==> src/logic/bslk_pkg.sv <==
// Purpose: Shared constants for the block lock and soft reset interpreter
// Assumes: 100 MHz system clock, serial clock sampled by the system clock
// Notes: Lock index layout is a device map choice, kept here in one place
package bslk_pkg;
  localparam logic [7:0] OP_UNLOCK = 8'h39;
  localparam logic [7:0] OP_RD_LOCK = 8'h3D;
  localparam logic [7:0] OP_GLB_LOCK = 8'h7E;
  localparam logic [7:0] OP_GLB_UNLOCK = 8'h98;
  localparam logic [7:0] OP_RST_EN = 8'h66;
  localparam logic [7:0] OP_RST = 8'h99;
  localparam int CLK_MHZ = 100;
  localparam int T_RST_US = 30;
  localparam int RST_CYC = T_RST_US * CLK_MHZ;
  localparam int T_PUW_MS = 5;
  localparam int PUW_CYC = T_PUW_MS * 1000 * CLK_MHZ;
  localparam int REC_CNT_W = 12;
  localparam int PUW_CNT_W = 20;
  localparam int LOCK_IDX_LSB = 16;
  localparam int LOCK_IDX_W = 8;
  localparam int LOCK_CNT = 256;
  localparam int BP_W = 4;
  localparam logic [5:0] OP_LAST = 6'h07;
  localparam logic [5:0] ADDR3_LAST = 6'h17;
  localparam logic [5:0] ADDR4_LAST = 6'h1F;
  localparam logic [2:0] OUT_LSB_POS = 3'h7;
endpackage

==> src/logic/bslk_lock_mem.sv <==
// Purpose: Volatile lock bit array with global set and clear
// Assumes: Synchronous active high reset, one write per cycle
// Notes: Read data come out of a register, one cycle after the index
`timescale 1ns/100ps
module bslk_lock_mem (
  input wire logic clk,
  input wire logic rst,
  input wire logic set_all,
  input wire logic clr_all,
  input wire logic clr_one,
  input wire logic [bslk_pkg::LOCK_IDX_W-1:0] wr_idx,
  input wire logic [bslk_pkg::LOCK_IDX_W-1:0] rd_idx,
  output logic rd_bit
);
  logic [bslk_pkg::LOCK_CNT-1:0] lock_reg;
  logic [bslk_pkg::LOCK_CNT-1:0] lock_next;
  logic rd_bit_next;

  always_comb begin
    lock_next = lock_reg;
    if (set_all) begin
      lock_next = '1;
    end else if (clr_all) begin
      lock_next = '0;
    end else if (clr_one) begin
      lock_next[wr_idx] = 1'b0;
    end
    rd_bit_next = lock_reg[rd_idx];
  end

  // Whole array comes up locked
  always_ff @(posedge clk) begin
    if (rst) begin
      lock_reg <= '1; // [RULE2]
      rd_bit <= 1'b1;
    end else begin
      lock_reg <= lock_next;
      rd_bit <= rd_bit_next;
    end
  end
endmodule

==> src/logic/bslk_ctrl.sv <==
// Purpose: Serial command interpreter for block locks and software reset
// Assumes: Serial pins are asynchronous; config inputs are on REF_CLK
// Notes: Serial clock must be slower than about a quarter of REF_CLK
//
// What this block does
// [RULE1] Lock bits protect only when per-block select is 1, else BP bits.
// [RULE2] All lock bits are volatile and read 1 after power-up or reset.
// [RULE3] Opcode 39h plus an address, then chip select high, unlocks it.
// [RULE4] Address is 32 bits in 4-byte mode and 24 bits otherwise.
// [RULE5] Opcode 3Dh plus address returns the lock byte MSB first.
// [RULE6] The returned byte has LSB 1 when locked and 0 when unlocked.
// [RULE7] Opcode 7Eh alone sets every lock bit.
// [RULE8] Opcode 98h alone clears every lock bit.
// [RULE9] Soft reset needs 66h then 99h as consecutive commands.
// [RULE10] Any command other than 99h after 66h cancels reset enable.
// [RULE11] Accepted reset aborts work and restores power-on volatile state.
// [RULE12] After reset the device ignores commands for about 30 us.
// [RULE13] The host should check busy and suspend before resetting.
// [RULE14] Writes are refused until 5 ms after power-up.
// [RULE15] Address bits map to a lock bit by the device memory map.
`timescale 1ns/100ps
module bslk_ctrl #(
  parameter int PUW_CYCLES = bslk_pkg::PUW_CYC
) (
  input wire logic REF_CLK,
  input wire logic RST,
  input wire logic CS_N,
  input wire logic SCLK,
  input wire logic SERIAL_DATA_IN,
  input wire logic ADDR4_MODE,
  input wire logic PER_BLOCK_PROTECT_SELECT,
  input wire logic COMPLEMENT_PROTECT,
  input wire logic TOP_BOTTOM_SELECT,
  input wire logic [bslk_pkg::BP_W-1:0] BLOCK_PROTECT_BITS,
  output logic SDO,
  output logic SDO_OE,
  output logic LOCK_PROTECT,
  output logic BP_PROTECT_SEL,
  output logic [bslk_pkg::BP_W+1:0] BP_PROTECT_CODE,
  output logic SOFT_RESET,
  output logic RESET_BUSY,
  output logic WRITE_READY
);

  typedef enum logic [2:0] {
    ST_IDLE, ST_CMD, ST_ADDR, ST_OPDONE, ST_DATA, ST_EXTRA, ST_SKIP
  } bslk_state_t;

  localparam logic [bslk_pkg::REC_CNT_W-1:0] REC_LOAD =
    bslk_pkg::REC_CNT_W'(bslk_pkg::RST_CYC);
  localparam logic [bslk_pkg::PUW_CNT_W-1:0] PUW_DONE =
    bslk_pkg::PUW_CNT_W'(PUW_CYCLES);

  function automatic logic [bslk_pkg::LOCK_IDX_W-1:0] lock_index(
    input logic [31:0] addr
  );
    lock_index = addr[bslk_pkg::LOCK_IDX_LSB +: bslk_pkg::LOCK_IDX_W];
  endfunction

  // Pin synchronisers
  logic cs_meta, cs_sync, cs_dly;
  logic ck_meta, ck_sync, ck_dly;
  logic di_meta, di_sync;
  always_ff @(posedge REF_CLK) begin
    if (RST) begin
      cs_meta <= 1'b1;
      cs_sync <= 1'b1;
      cs_dly <= 1'b1;
      ck_meta <= 1'b0;
      ck_sync <= 1'b0;
      ck_dly <= 1'b0;
      di_meta <= 1'b0;
      di_sync <= 1'b0;
    end else begin
      cs_meta <= CS_N;
      cs_sync <= cs_meta;
      cs_dly <= cs_sync;
      ck_meta <= SCLK;
      ck_sync <= ck_meta;
      ck_dly <= ck_sync;
      di_meta <= SERIAL_DATA_IN;
      di_sync <= di_meta;
    end
  end

  logic sck_rise, sck_fall, cs_fall, cs_rise;
  assign sck_rise = ck_sync & ~ck_dly & ~cs_sync;
  assign sck_fall = ~ck_sync & ck_dly & ~cs_sync;
  assign cs_fall = ~cs_sync & cs_dly;
  assign cs_rise = cs_sync & ~cs_dly;

  bslk_state_t state_reg, state_next;
  logic [5:0] cnt_reg, cnt_next;
  logic [7:0] op_reg, op_next;
  logic [31:0] addr_reg, addr_next;
  logic addr32_reg, addr32_next;
  logic [2:0] out_cnt_reg, out_cnt_next;
  logic sdo_reg, sdo_next;
  logic rst_en_reg, rst_en_next;
  logic [bslk_pkg::REC_CNT_W-1:0] rec_cnt_reg, rec_cnt_next;
  logic [bslk_pkg::PUW_CNT_W-1:0] puw_cnt_reg, puw_cnt_next;
  logic soft_rst_next;
  logic lock_set_all, lock_clr_all, lock_clr_one;
  logic op_valid, recovering, mem_rd_bit;
  logic [7:0] op_full;
  logic [5:0] addr_last;
  assign recovering = rec_cnt_reg != '0;
  assign op_full = {op_reg[6:0], di_sync};
  assign addr_last = addr32_reg ? bslk_pkg::ADDR4_LAST : bslk_pkg::ADDR3_LAST;
  // A whole opcode byte has been seen in these states
  assign op_valid = state_reg inside {ST_ADDR, ST_OPDONE, ST_DATA, ST_EXTRA};
  always_comb begin
    state_next = state_reg;
    cnt_next = cnt_reg;
    op_next = op_reg;
    addr_next = addr_reg;
    addr32_next = addr32_reg;
    out_cnt_next = out_cnt_reg;
    sdo_next = sdo_reg;
    rst_en_next = rst_en_reg;
    soft_rst_next = 1'b0;
    lock_set_all = 1'b0;
    lock_clr_all = 1'b0;
    lock_clr_one = 1'b0;
    rec_cnt_next = recovering ? rec_cnt_reg - 1'b1 : rec_cnt_reg;
    if (cs_rise) begin
      state_next = ST_IDLE;
      if (op_valid) begin
        rst_en_next = (state_reg == ST_OPDONE) &&
                      (op_reg == bslk_pkg::OP_RST_EN); // [RULE10]
      end
      if (state_reg == ST_OPDONE) begin
        unique case (op_reg)
          bslk_pkg::OP_UNLOCK: lock_clr_one = 1'b1; // [RULE3]
          bslk_pkg::OP_GLB_LOCK: lock_set_all = 1'b1; // [RULE7]
          bslk_pkg::OP_GLB_UNLOCK: lock_clr_all = 1'b1; // [RULE8]
          bslk_pkg::OP_RST: begin
            if (rst_en_reg) begin
              soft_rst_next = 1'b1; // [RULE9]
              lock_set_all = 1'b1; // [RULE2]
              rec_cnt_next = REC_LOAD; // [RULE12]
            end
          end
          default: ;
        endcase
      end
    end else if (cs_fall) begin
      // No command is taken while recovering from a soft reset
      state_next = recovering ? ST_SKIP : ST_CMD; // [RULE12]
      cnt_next = '0;
      out_cnt_next = '0;
    end else begin
      unique case (state_reg)
        ST_IDLE, ST_SKIP, ST_EXTRA: ;
        ST_CMD: begin
          if (sck_rise) begin
            op_next = op_full;
            cnt_next = cnt_reg + 1'b1;
            if (cnt_reg == bslk_pkg::OP_LAST) begin
              cnt_next = '0;
              addr32_next = ADDR4_MODE; // [RULE4]
              if (op_full == bslk_pkg::OP_UNLOCK ||
                  op_full == bslk_pkg::OP_RD_LOCK) begin
                state_next = ST_ADDR;
              end else begin
                state_next = ST_OPDONE;
              end
            end
          end
        end
        ST_ADDR: begin
          if (sck_rise) begin
            addr_next = {addr_reg[30:0], di_sync};
            cnt_next = cnt_reg + 1'b1;
            if (cnt_reg == addr_last) begin // [RULE4]
              if (!addr32_reg) begin
                addr_next = {8'h00, addr_reg[22:0], di_sync};
              end
              state_next = (op_reg == bslk_pkg::OP_RD_LOCK) ?
                           ST_DATA : ST_OPDONE; // [RULE5]
            end
          end
        end
        ST_OPDONE: begin
          // Surplus clocks spoil the command
          if (sck_rise) begin
            state_next = ST_EXTRA;
          end
        end
        ST_DATA: begin
          if (sck_fall) begin
            // Lock byte repeats; only its LSB carries the lock bit
            sdo_next = (out_cnt_reg == bslk_pkg::OUT_LSB_POS) ?
                       mem_rd_bit : 1'b0; // [RULE6]
            out_cnt_next = out_cnt_reg + 1'b1; // [RULE5]
          end
        end
      endcase
    end
    if (soft_rst_next) begin
      rst_en_next = 1'b0;
    end
    puw_cnt_next = (puw_cnt_reg == PUW_DONE) ? puw_cnt_reg :
                   puw_cnt_reg + 1'b1;
  end
  always_ff @(posedge REF_CLK) begin
    if (RST) begin
      state_reg <= ST_IDLE;
      cnt_reg <= '0;
      op_reg <= '0;
      addr_reg <= '0;
      addr32_reg <= 1'b0;
      out_cnt_reg <= '0;
      sdo_reg <= 1'b0;
      rst_en_reg <= 1'b0;
      rec_cnt_reg <= '0;
      puw_cnt_reg <= '0;
      SOFT_RESET <= 1'b0;
      RESET_BUSY <= 1'b0;
      SDO_OE <= 1'b0;
      LOCK_PROTECT <= 1'b0;
      BP_PROTECT_SEL <= 1'b0;
      BP_PROTECT_CODE <= '0;
      WRITE_READY <= 1'b0;
    end else begin
      state_reg <= state_next;
      cnt_reg <= cnt_next;
      op_reg <= op_next;
      addr_reg <= addr_next;
      addr32_reg <= addr32_next;
      out_cnt_reg <= out_cnt_next;
      sdo_reg <= sdo_next;
      rst_en_reg <= rst_en_next;
      rec_cnt_reg <= rec_cnt_next;
      puw_cnt_reg <= puw_cnt_next;
      // Other blocks clear write latch, suspend, P, M and W bits on this
      SOFT_RESET <= soft_rst_next; // [RULE11]
      RESET_BUSY <= rec_cnt_next != '0; // [RULE12]
      SDO_OE <= state_next == ST_DATA; // [RULE5]
      LOCK_PROTECT <= PER_BLOCK_PROTECT_SELECT & mem_rd_bit; // [RULE1]
      BP_PROTECT_SEL <= ~PER_BLOCK_PROTECT_SELECT; // [RULE1]
      BP_PROTECT_CODE <= PER_BLOCK_PROTECT_SELECT ? '0 :
        {COMPLEMENT_PROTECT, TOP_BOTTOM_SELECT, BLOCK_PROTECT_BITS};
      WRITE_READY <= puw_cnt_next == PUW_DONE; // [RULE14]
    end
  end
  assign SDO = sdo_reg;
  logic [bslk_pkg::LOCK_IDX_W-1:0] blk_idx;
  assign blk_idx = lock_index(addr_reg); // [RULE15]
  bslk_lock_mem u_lock_mem (
    .clk(REF_CLK),
    .rst(RST),
    .set_all(lock_set_all),
    .clr_all(lock_clr_all),
    .clr_one(lock_clr_one),
    .wr_idx(blk_idx),
    .rd_idx(blk_idx),
    .rd_bit(mem_rd_bit)
  );
endmodule

==> config.mk <==
export PLATFORM = sky130hd
export DESIGN_NAME = bslk_ctrl
export DESIGN_NICKNAME = d
export VERILOG_FILES = /design/src/logic/bslk_pkg.sv /design/src/logic/bslk_lock_mem.sv /design/src/logic/bslk_ctrl.sv
export SDC_FILE = /design/constraint.sdc
export NUM_CORES = 1
export LEC_CHECK = 0
export BUFFER_PORTS_ARGS = -buffer_cell sky130_fd_sc_hd__clkbuf_2
export CAP_MARGIN = 15
export CELL_PAD_IN_SITES_DETAIL_PLACEMENT = 1
export CELL_PAD_IN_SITES_GLOBAL_PLACEMENT = 1
export CORE_MARGIN = 1
export CORE_UTILIZATION = 44
export CTS_CLUSTER_DIAMETER = 150
export DETAILED_ROUTE_END_ITERATION = 10
export GPL_TIMING_DRIVEN = 0
export PLACE_DENSITY = 0.77
export SETUP_SLACK_MARGIN = 0.2
export SYNTH_ARGS = -nofsm -noshare
export SYNTH_HDL_FRONTEND = slang
export SYNTH_SLANG_ARGS = --single-unit
export TNS_END_PERCENT = 10
==> constraint.sdc <==
create_clock -name REF_CLK -period 3.1 [get_ports REF_CLK]
set_clock_uncertainty 0.05 [all_clocks]
set_input_delay 0.62 -clock REF_CLK [delete_from_list [all_inputs] [get_ports REF_CLK]]
set_output_delay 0.62 -clock REF_CLK [all_outputs]
set_load 0.02 [all_outputs]
After elaboration in Yosys (flattened, before gate mapping)

Cells that the tools add are included.

Flip-flop bits (word level): 356
Latch bits: 0
Memory bits (writable): 0
Memory bits (read-only): 0
Bits of input ports: 13
Output and inout bits: 13
Logic and storage cells: 137
Memories: 0

$add $sub $neg: 4
$mul: 0
Div/mod/pow operators: 0
Magnitude comparators: 2
Eq/ne operators: 21
Shift operators: 0
Multiplexer cells: 47
Bitwise operators: 16
Reduce and logical (&&, ||, !) cells: 20

Operator list:

| operator              | number |
|---|---|
| $mux 256              | 2 |
| $and 256x256->256     | 1 |
| $not 256->256         | 1 |
| $mux 12               | 5 |
| $eq 20x19->1 const B  | 2 |
| $mux 3                | 12 |
| $eq 8x6->1 const B    | 4 |
| $mux 24               | 1 |
| $mux 6                | 4 |
| $reduce_bool 12->1    | 2 |
| $add 20x1->20 const B | 1 |
| $mux 20               | 1 |
| $eq 8x7->1 const B    | 2 |
| $eq 8x8->1 const B    | 2 |
| $mux 1                | 16 |
| $reduce_and 4->1      | 4 |
| $eq 3x3->1 const B    | 4 |
| $pmux 6 s2            | 1 |
| $sub 12x1->12 const B | 1 |
| $lt 8x9->1 const B    | 1 |
| $pmux 3 s3            | 1 |
| $bmux 1 s8            | 1 |
| $demux 1 s8           | 1 |
| $ge 8x1->1 const B    | 1 |
| 20 further kinds      | 39 |

Logic depth before layout (Yosys ltp)

Word-level depth: 9
Depth in mapped cells: 12
Mapped depth without buffers: 9

Hierarchy

Synthesis repeated with hierarchy kept, for this count alone.

Cells, all modules: 1896
Area, all modules: 16190.5 µm²

Modules (own cells, without submodules):

| module        | instances | cells an instance | area an instance (µm²) |
|---|---|---|---|
| bslk_lock_mem | 1         | 1373              | 11796.3 |
| bslk_ctrl     | 1         | 523               | 4394.2 |

Worst setup path after synthesis

Ideal clock, no wire load.

Path kind: flip-flop to flip-flop
Start point: reg cs_sync
End point: reg u_lock_mem.lock_reg[118] in the netlist's numbering
Arrival time: 2.725 ns
Setup slack: 0.196 ns
Stages on the path, launching flop included: 11
Period minus slack after synthesis: 2.904 ns
Path through: dfxtp_1 ha_1 clkbuf_1 nand4b_1 or4b_1 or3_1 or3b_1 buf_2 buf_2 o211ai_1 nand2_1

Cells in the longest elaborated chain, start to end: 3
Elaborated cells on any way between the ends: 7

Ends and longest elaborated chain:

| item                                   | RTL line            | text |
|---|---|---|
| start, declared                        | bslk_ctrl.sv:61     | `logic cs_meta, cs_sync, cs_dly;` |
| start signal, assigned                 | bslk_ctrl.sv:76     | `cs_sync <= cs_meta;` |
| $and 1x1->1 *                          | bslk_ctrl.sv:90     | `assign cs_rise = cs_sync & ~cs_dly;` |
| $mux 1                                 | bslk_ctrl.sv:126    | `if (cs_rise) begin` |
| $mux 256, or another cell as far along | bslk_lock_mem.sv:23 | `end else if (clr_all) begin` |
| end signal, assigned                   | bslk_lock_mem.sv:37 | `lock_reg <= lock_next;` |
| end, declared                          | bslk_lock_mem.sv:15 | `logic [bslk_pkg::LOCK_CNT-1:0] lock_reg;` |

Every way passes the cells marked *; elsewhere a longest branch is shown, timed or not.
A chain may end at the register's enable or synchronous reset.

Final worst setup path

Start point: reg addr_reg[17]
End point: reg u_lock_mem.rd_bit

Cells in the longest elaborated chain, start to end: 2

Ends and longest elaborated chain:

| item                         | RTL line            | text |
|---|---|---|
| start, declared              | bslk_ctrl.sv:95     | `logic [31:0] addr_reg, addr_next;` |
| start signal, assigned       | bslk_ctrl.sv:229    | `addr_reg <= addr_next;` |
| $bmux 1 s8                   | bslk_lock_mem.sv:28 | `rd_bit_next = lock_reg[rd_idx];` |
| $mux 1 (not written as such) | bslk_lock_mem.sv:28 |  |
| end signal, assigned         | bslk_lock_mem.sv:38 | `rd_bit <= rd_bit_next;` |
| end, declared                | bslk_lock_mem.sv:13 | `output logic rd_bit` |

No other way between the ends. The select of a mux whose other input is x is not followed.

==> results by group <==
Die
  • Starting density of the core: 44.6%
  • Die Ht: 189 microns
  • Die width: about 190 microns
  • Core area: 34,500 sq um
  • Io pins: 26
  • Full die area: 35,700 sq um
  • Cell Rows: 68

Layout
  • Fin nets: 1,786
  • Final-layout fill cell count: 3,901
  • Layout cell share with drive strength beyond 1: 17.7%
  • Diodes inserted: 0
  • Max reg flops: 256
  • Layout area overhead: 16.5%

CTS
  • Clock latency on the worst-skew pair: 0.54 ns
  • Root buffer cell: clkbuf_16
  • CTS Buf Count: 41
  • CTS tree: done
  • Clock buffer depth: 3
  • Hold Buf Count CTS: 0
  • CTS Sinks: roughly 360
  • Max H-tree Level: 2
  • Worst-path clk slew: roughly 0.060 ns

Synthesis
  • Synth top area share: 46.3%
  • #FFs+latches synth: 356
  • Ys async rst share: 0%
  • Post-synth top area cell: dfxtp_1
  • Yosys cell types: 68
  • Avg Inst Size Synth: 9.17 sq um
  • Most numerous cell in the Yosys netlist: nand2_1
  • Ys Warns: 0
  • Mapped Nets: about 1,700
  • Synth Flop Type: dfxtp_1
  • Synth area leaders: dfxtp_1 46%, o211ai_1 9.4%, nand2_1 8.8%
  • Mapped Cells: 1,677
  • Seq/Total Area, Yosys: 46.3%
  • Most frequent cells after synthesis: 359 x nand2_1, 356 x dfxtp_1, 193 x o211ai_1, 130 x clkbuf_1, 79 x nor2_1
  • EDFF count, synth: 0
  • Syn Std Cell Area: about 15,000 sq um

Worst setup path
  • CP Class: reg2reg
  • Crit. End Element: flip-flop
  • Critical path's slowest cell: mux4_2
  • Largest delay share family, worst path: multiplexers
  • Crit-path cells: clkbuf_4 -> buf_2 -> mux4_2 -> mux4_2 -> nand2_1 -> nand4_1 -> nor4_4 -> o211ai_1
  • CP startpoint kind: flip-flop
  • WP data arrival: roughly 3.3 ns
  • Worst Reg-to-Reg Cells: 8
  • CP required: 3.42 ns
  • Most used cell, CP: mux4_2
  • Worst path bufs/invs: 2
  • Crit path depth: 8
  • Flop2flop setup slack: 0.08 ns
  • Critical Path Max Stage Delay: 0.47 ns
  • Crit-path max FO: 10

STA
  • TNS Setup: 0 ns
  • Slew margin rel.: 25.0%
  • Fmax: 0.331 GHz
  • WHS: ~0.24 ns
  • Part of the cycle the worst path needs: 97.5%
  • RSZ-0062 raised after global routing: true
  • Least-Margin Pin Slew: 1.11 ns
  • Final hold viol count: 0
  • Final setup viols: 0
  • Final Max Slew Viols: 0
  • Crit path time final: just over 3 ns

Run
  • Max-cap violations: 0

Placement
  • Gpl congestion: 0.941
  • Count of port buffers added during placement: 25
  • Hpwl dp: around 36,000 microns

Status
  • Status: finished, final reports clean

Detailed routing
  • DRC Markers: 0
  • Vias: 13,900
  • Avg Vias per Cell: 6.21
  • Routed wire length per instance: 24.1 microns
  • Final wirelength: 53,900 microns
  • Iter 0 DRT Violations: around 1,300
  • ANT nets after route: 0
  • DRT Pass-1 Iters: 5

Pwr
  • LEAKAGE: 5.95 nW
  • Peak supply drop: 0.395 mV
  • Overall Power: roughly 10 mW
  • PwrDens: approximately 570 nW/um^2

Worst hold path
  • Hold Path Depth: 2
  • Worst hold path type: in2reg

Global route
  • GRT Overall Usage: 30.5%
  • Largest net degree at the start of global routing: 13
  • Initial antenna violation count: 1
  • First-pass GRT wire length: between 80,000 and 90,000 microns
  • Vias in the first global route: 14,300
  • Total congestion overflow: 0
## per-stage QoR
step,area [sq um],worst slack (ns),instances,utilization [%]
6_report,17900,0.0781,2239,52.0
5_1_grt,17900,0.0220,2239,52.0
4_1_cts,17800,0.00120,2235,51.6
3_5_place_dp,16100,-1.60,2159,46.7
3_3_place_gp,16100,-1.63,2157,46.7
2_1_floorplan,15400,0.269,1677,-
## cells in the final DEF, fill, tap and decap left out, types with 7 or more instances in the layout
master	count
a22oi_1	13
nor2b_1	26
dfxtp_1	352
a21oi_1	49
nand3_1	34
a31oi_1	10
clkbuf_4	15
nor2_1	73
clkbuf_2	57
xor2_1	13
nand4_1	14
ha_1	9
xnor2_1	14
mux2i_1	44
clkbuf_1	84
nand2_1	357
nor3_1	23
nand2b_1	14
o211ai_1	193
a31o_2	51
buf_6	9
or2_2	9
mux4_2	46
nor3b_1	7
inv_1	15
and2_1	9
o21ai_0	18
clkbuf_8	8
buf_4	16
clkbuf_16	42
a211oi_1	11
## cell type report
class	instances	area, sq um	area share, %
Buffer	153	892	4.98
Inverter	16	60.1	0.335
Sequential cell	356	7130	39.8
Multi-Input combinational cell	1151	7740	43.2
Tap cell	455	569	3.18
Clock buffer	54	1100	6.17
Timing Repair Buffer	44	325	1.82
Clock inverter	10	86.3	0.482
## worst reg2reg max path, cell delays in order, from the launching register on
cell and delay [ns]:
dfxtp_1 0.31, clkbuf_4 0.24, buf_2 0.44, mux4_2 0.43, mux4_2 0.47, nand2_1 0.14, nand4_1 0.19, nor4_4 0.37
o211ai_1 0.21
## final timing paths
check,startpoint,endpoint
setup / recovery,addr_reg[17],u_lock_mem.rd_bit
hold / removal,CS_N,cs_meta
setup reg to reg,addr_reg[17],u_lock_mem.rd_bit
hold reg to reg,cs_meta,cs_sync
## where the power goes
| part | internal [mW] | switching [mW] |
|---|---|---|
| Sequential | 4.67 | 0.0889 |
| Combinational | 0.346 | 0.563 |
| Clock | 2.57 | 1.91 |
## cells by family (layout without fill, tap and decap cells)
logic type / after synthesis / count (layout) / synth area share (%)
simple gates: 634 / 634 / 18.9
compound gates: 387 / 387 / 18.3
flops: 356 / 356 / 46.3
buf+inv: 170 / 277 / 4.36
mux: 93 / 93 / 9.82
xor+xnor: 27 / 27 / 1.54
fa+ha+maj: 10 / 10 / 0.814
## metal layers
layer  GRT usage [%]  vias to the layer above  wire length, microns
li1                -                     6223                     -
met1            41.5                     7031                 23300
met2            47.9                      511                 24500
met3            4.86                      143                  3980
met4            13.2                        2                  2130
met5               0                        -                    13
## what timing repair did
item                                    CTS  global route
endpoints found under the setup margin  262           191
gates resized for setup                 142            54
cloned                                    1             0
buffers inserted                         12             3
pin swaps                                 9             7
Note: power is estimated with default switching activity, not from simulation.
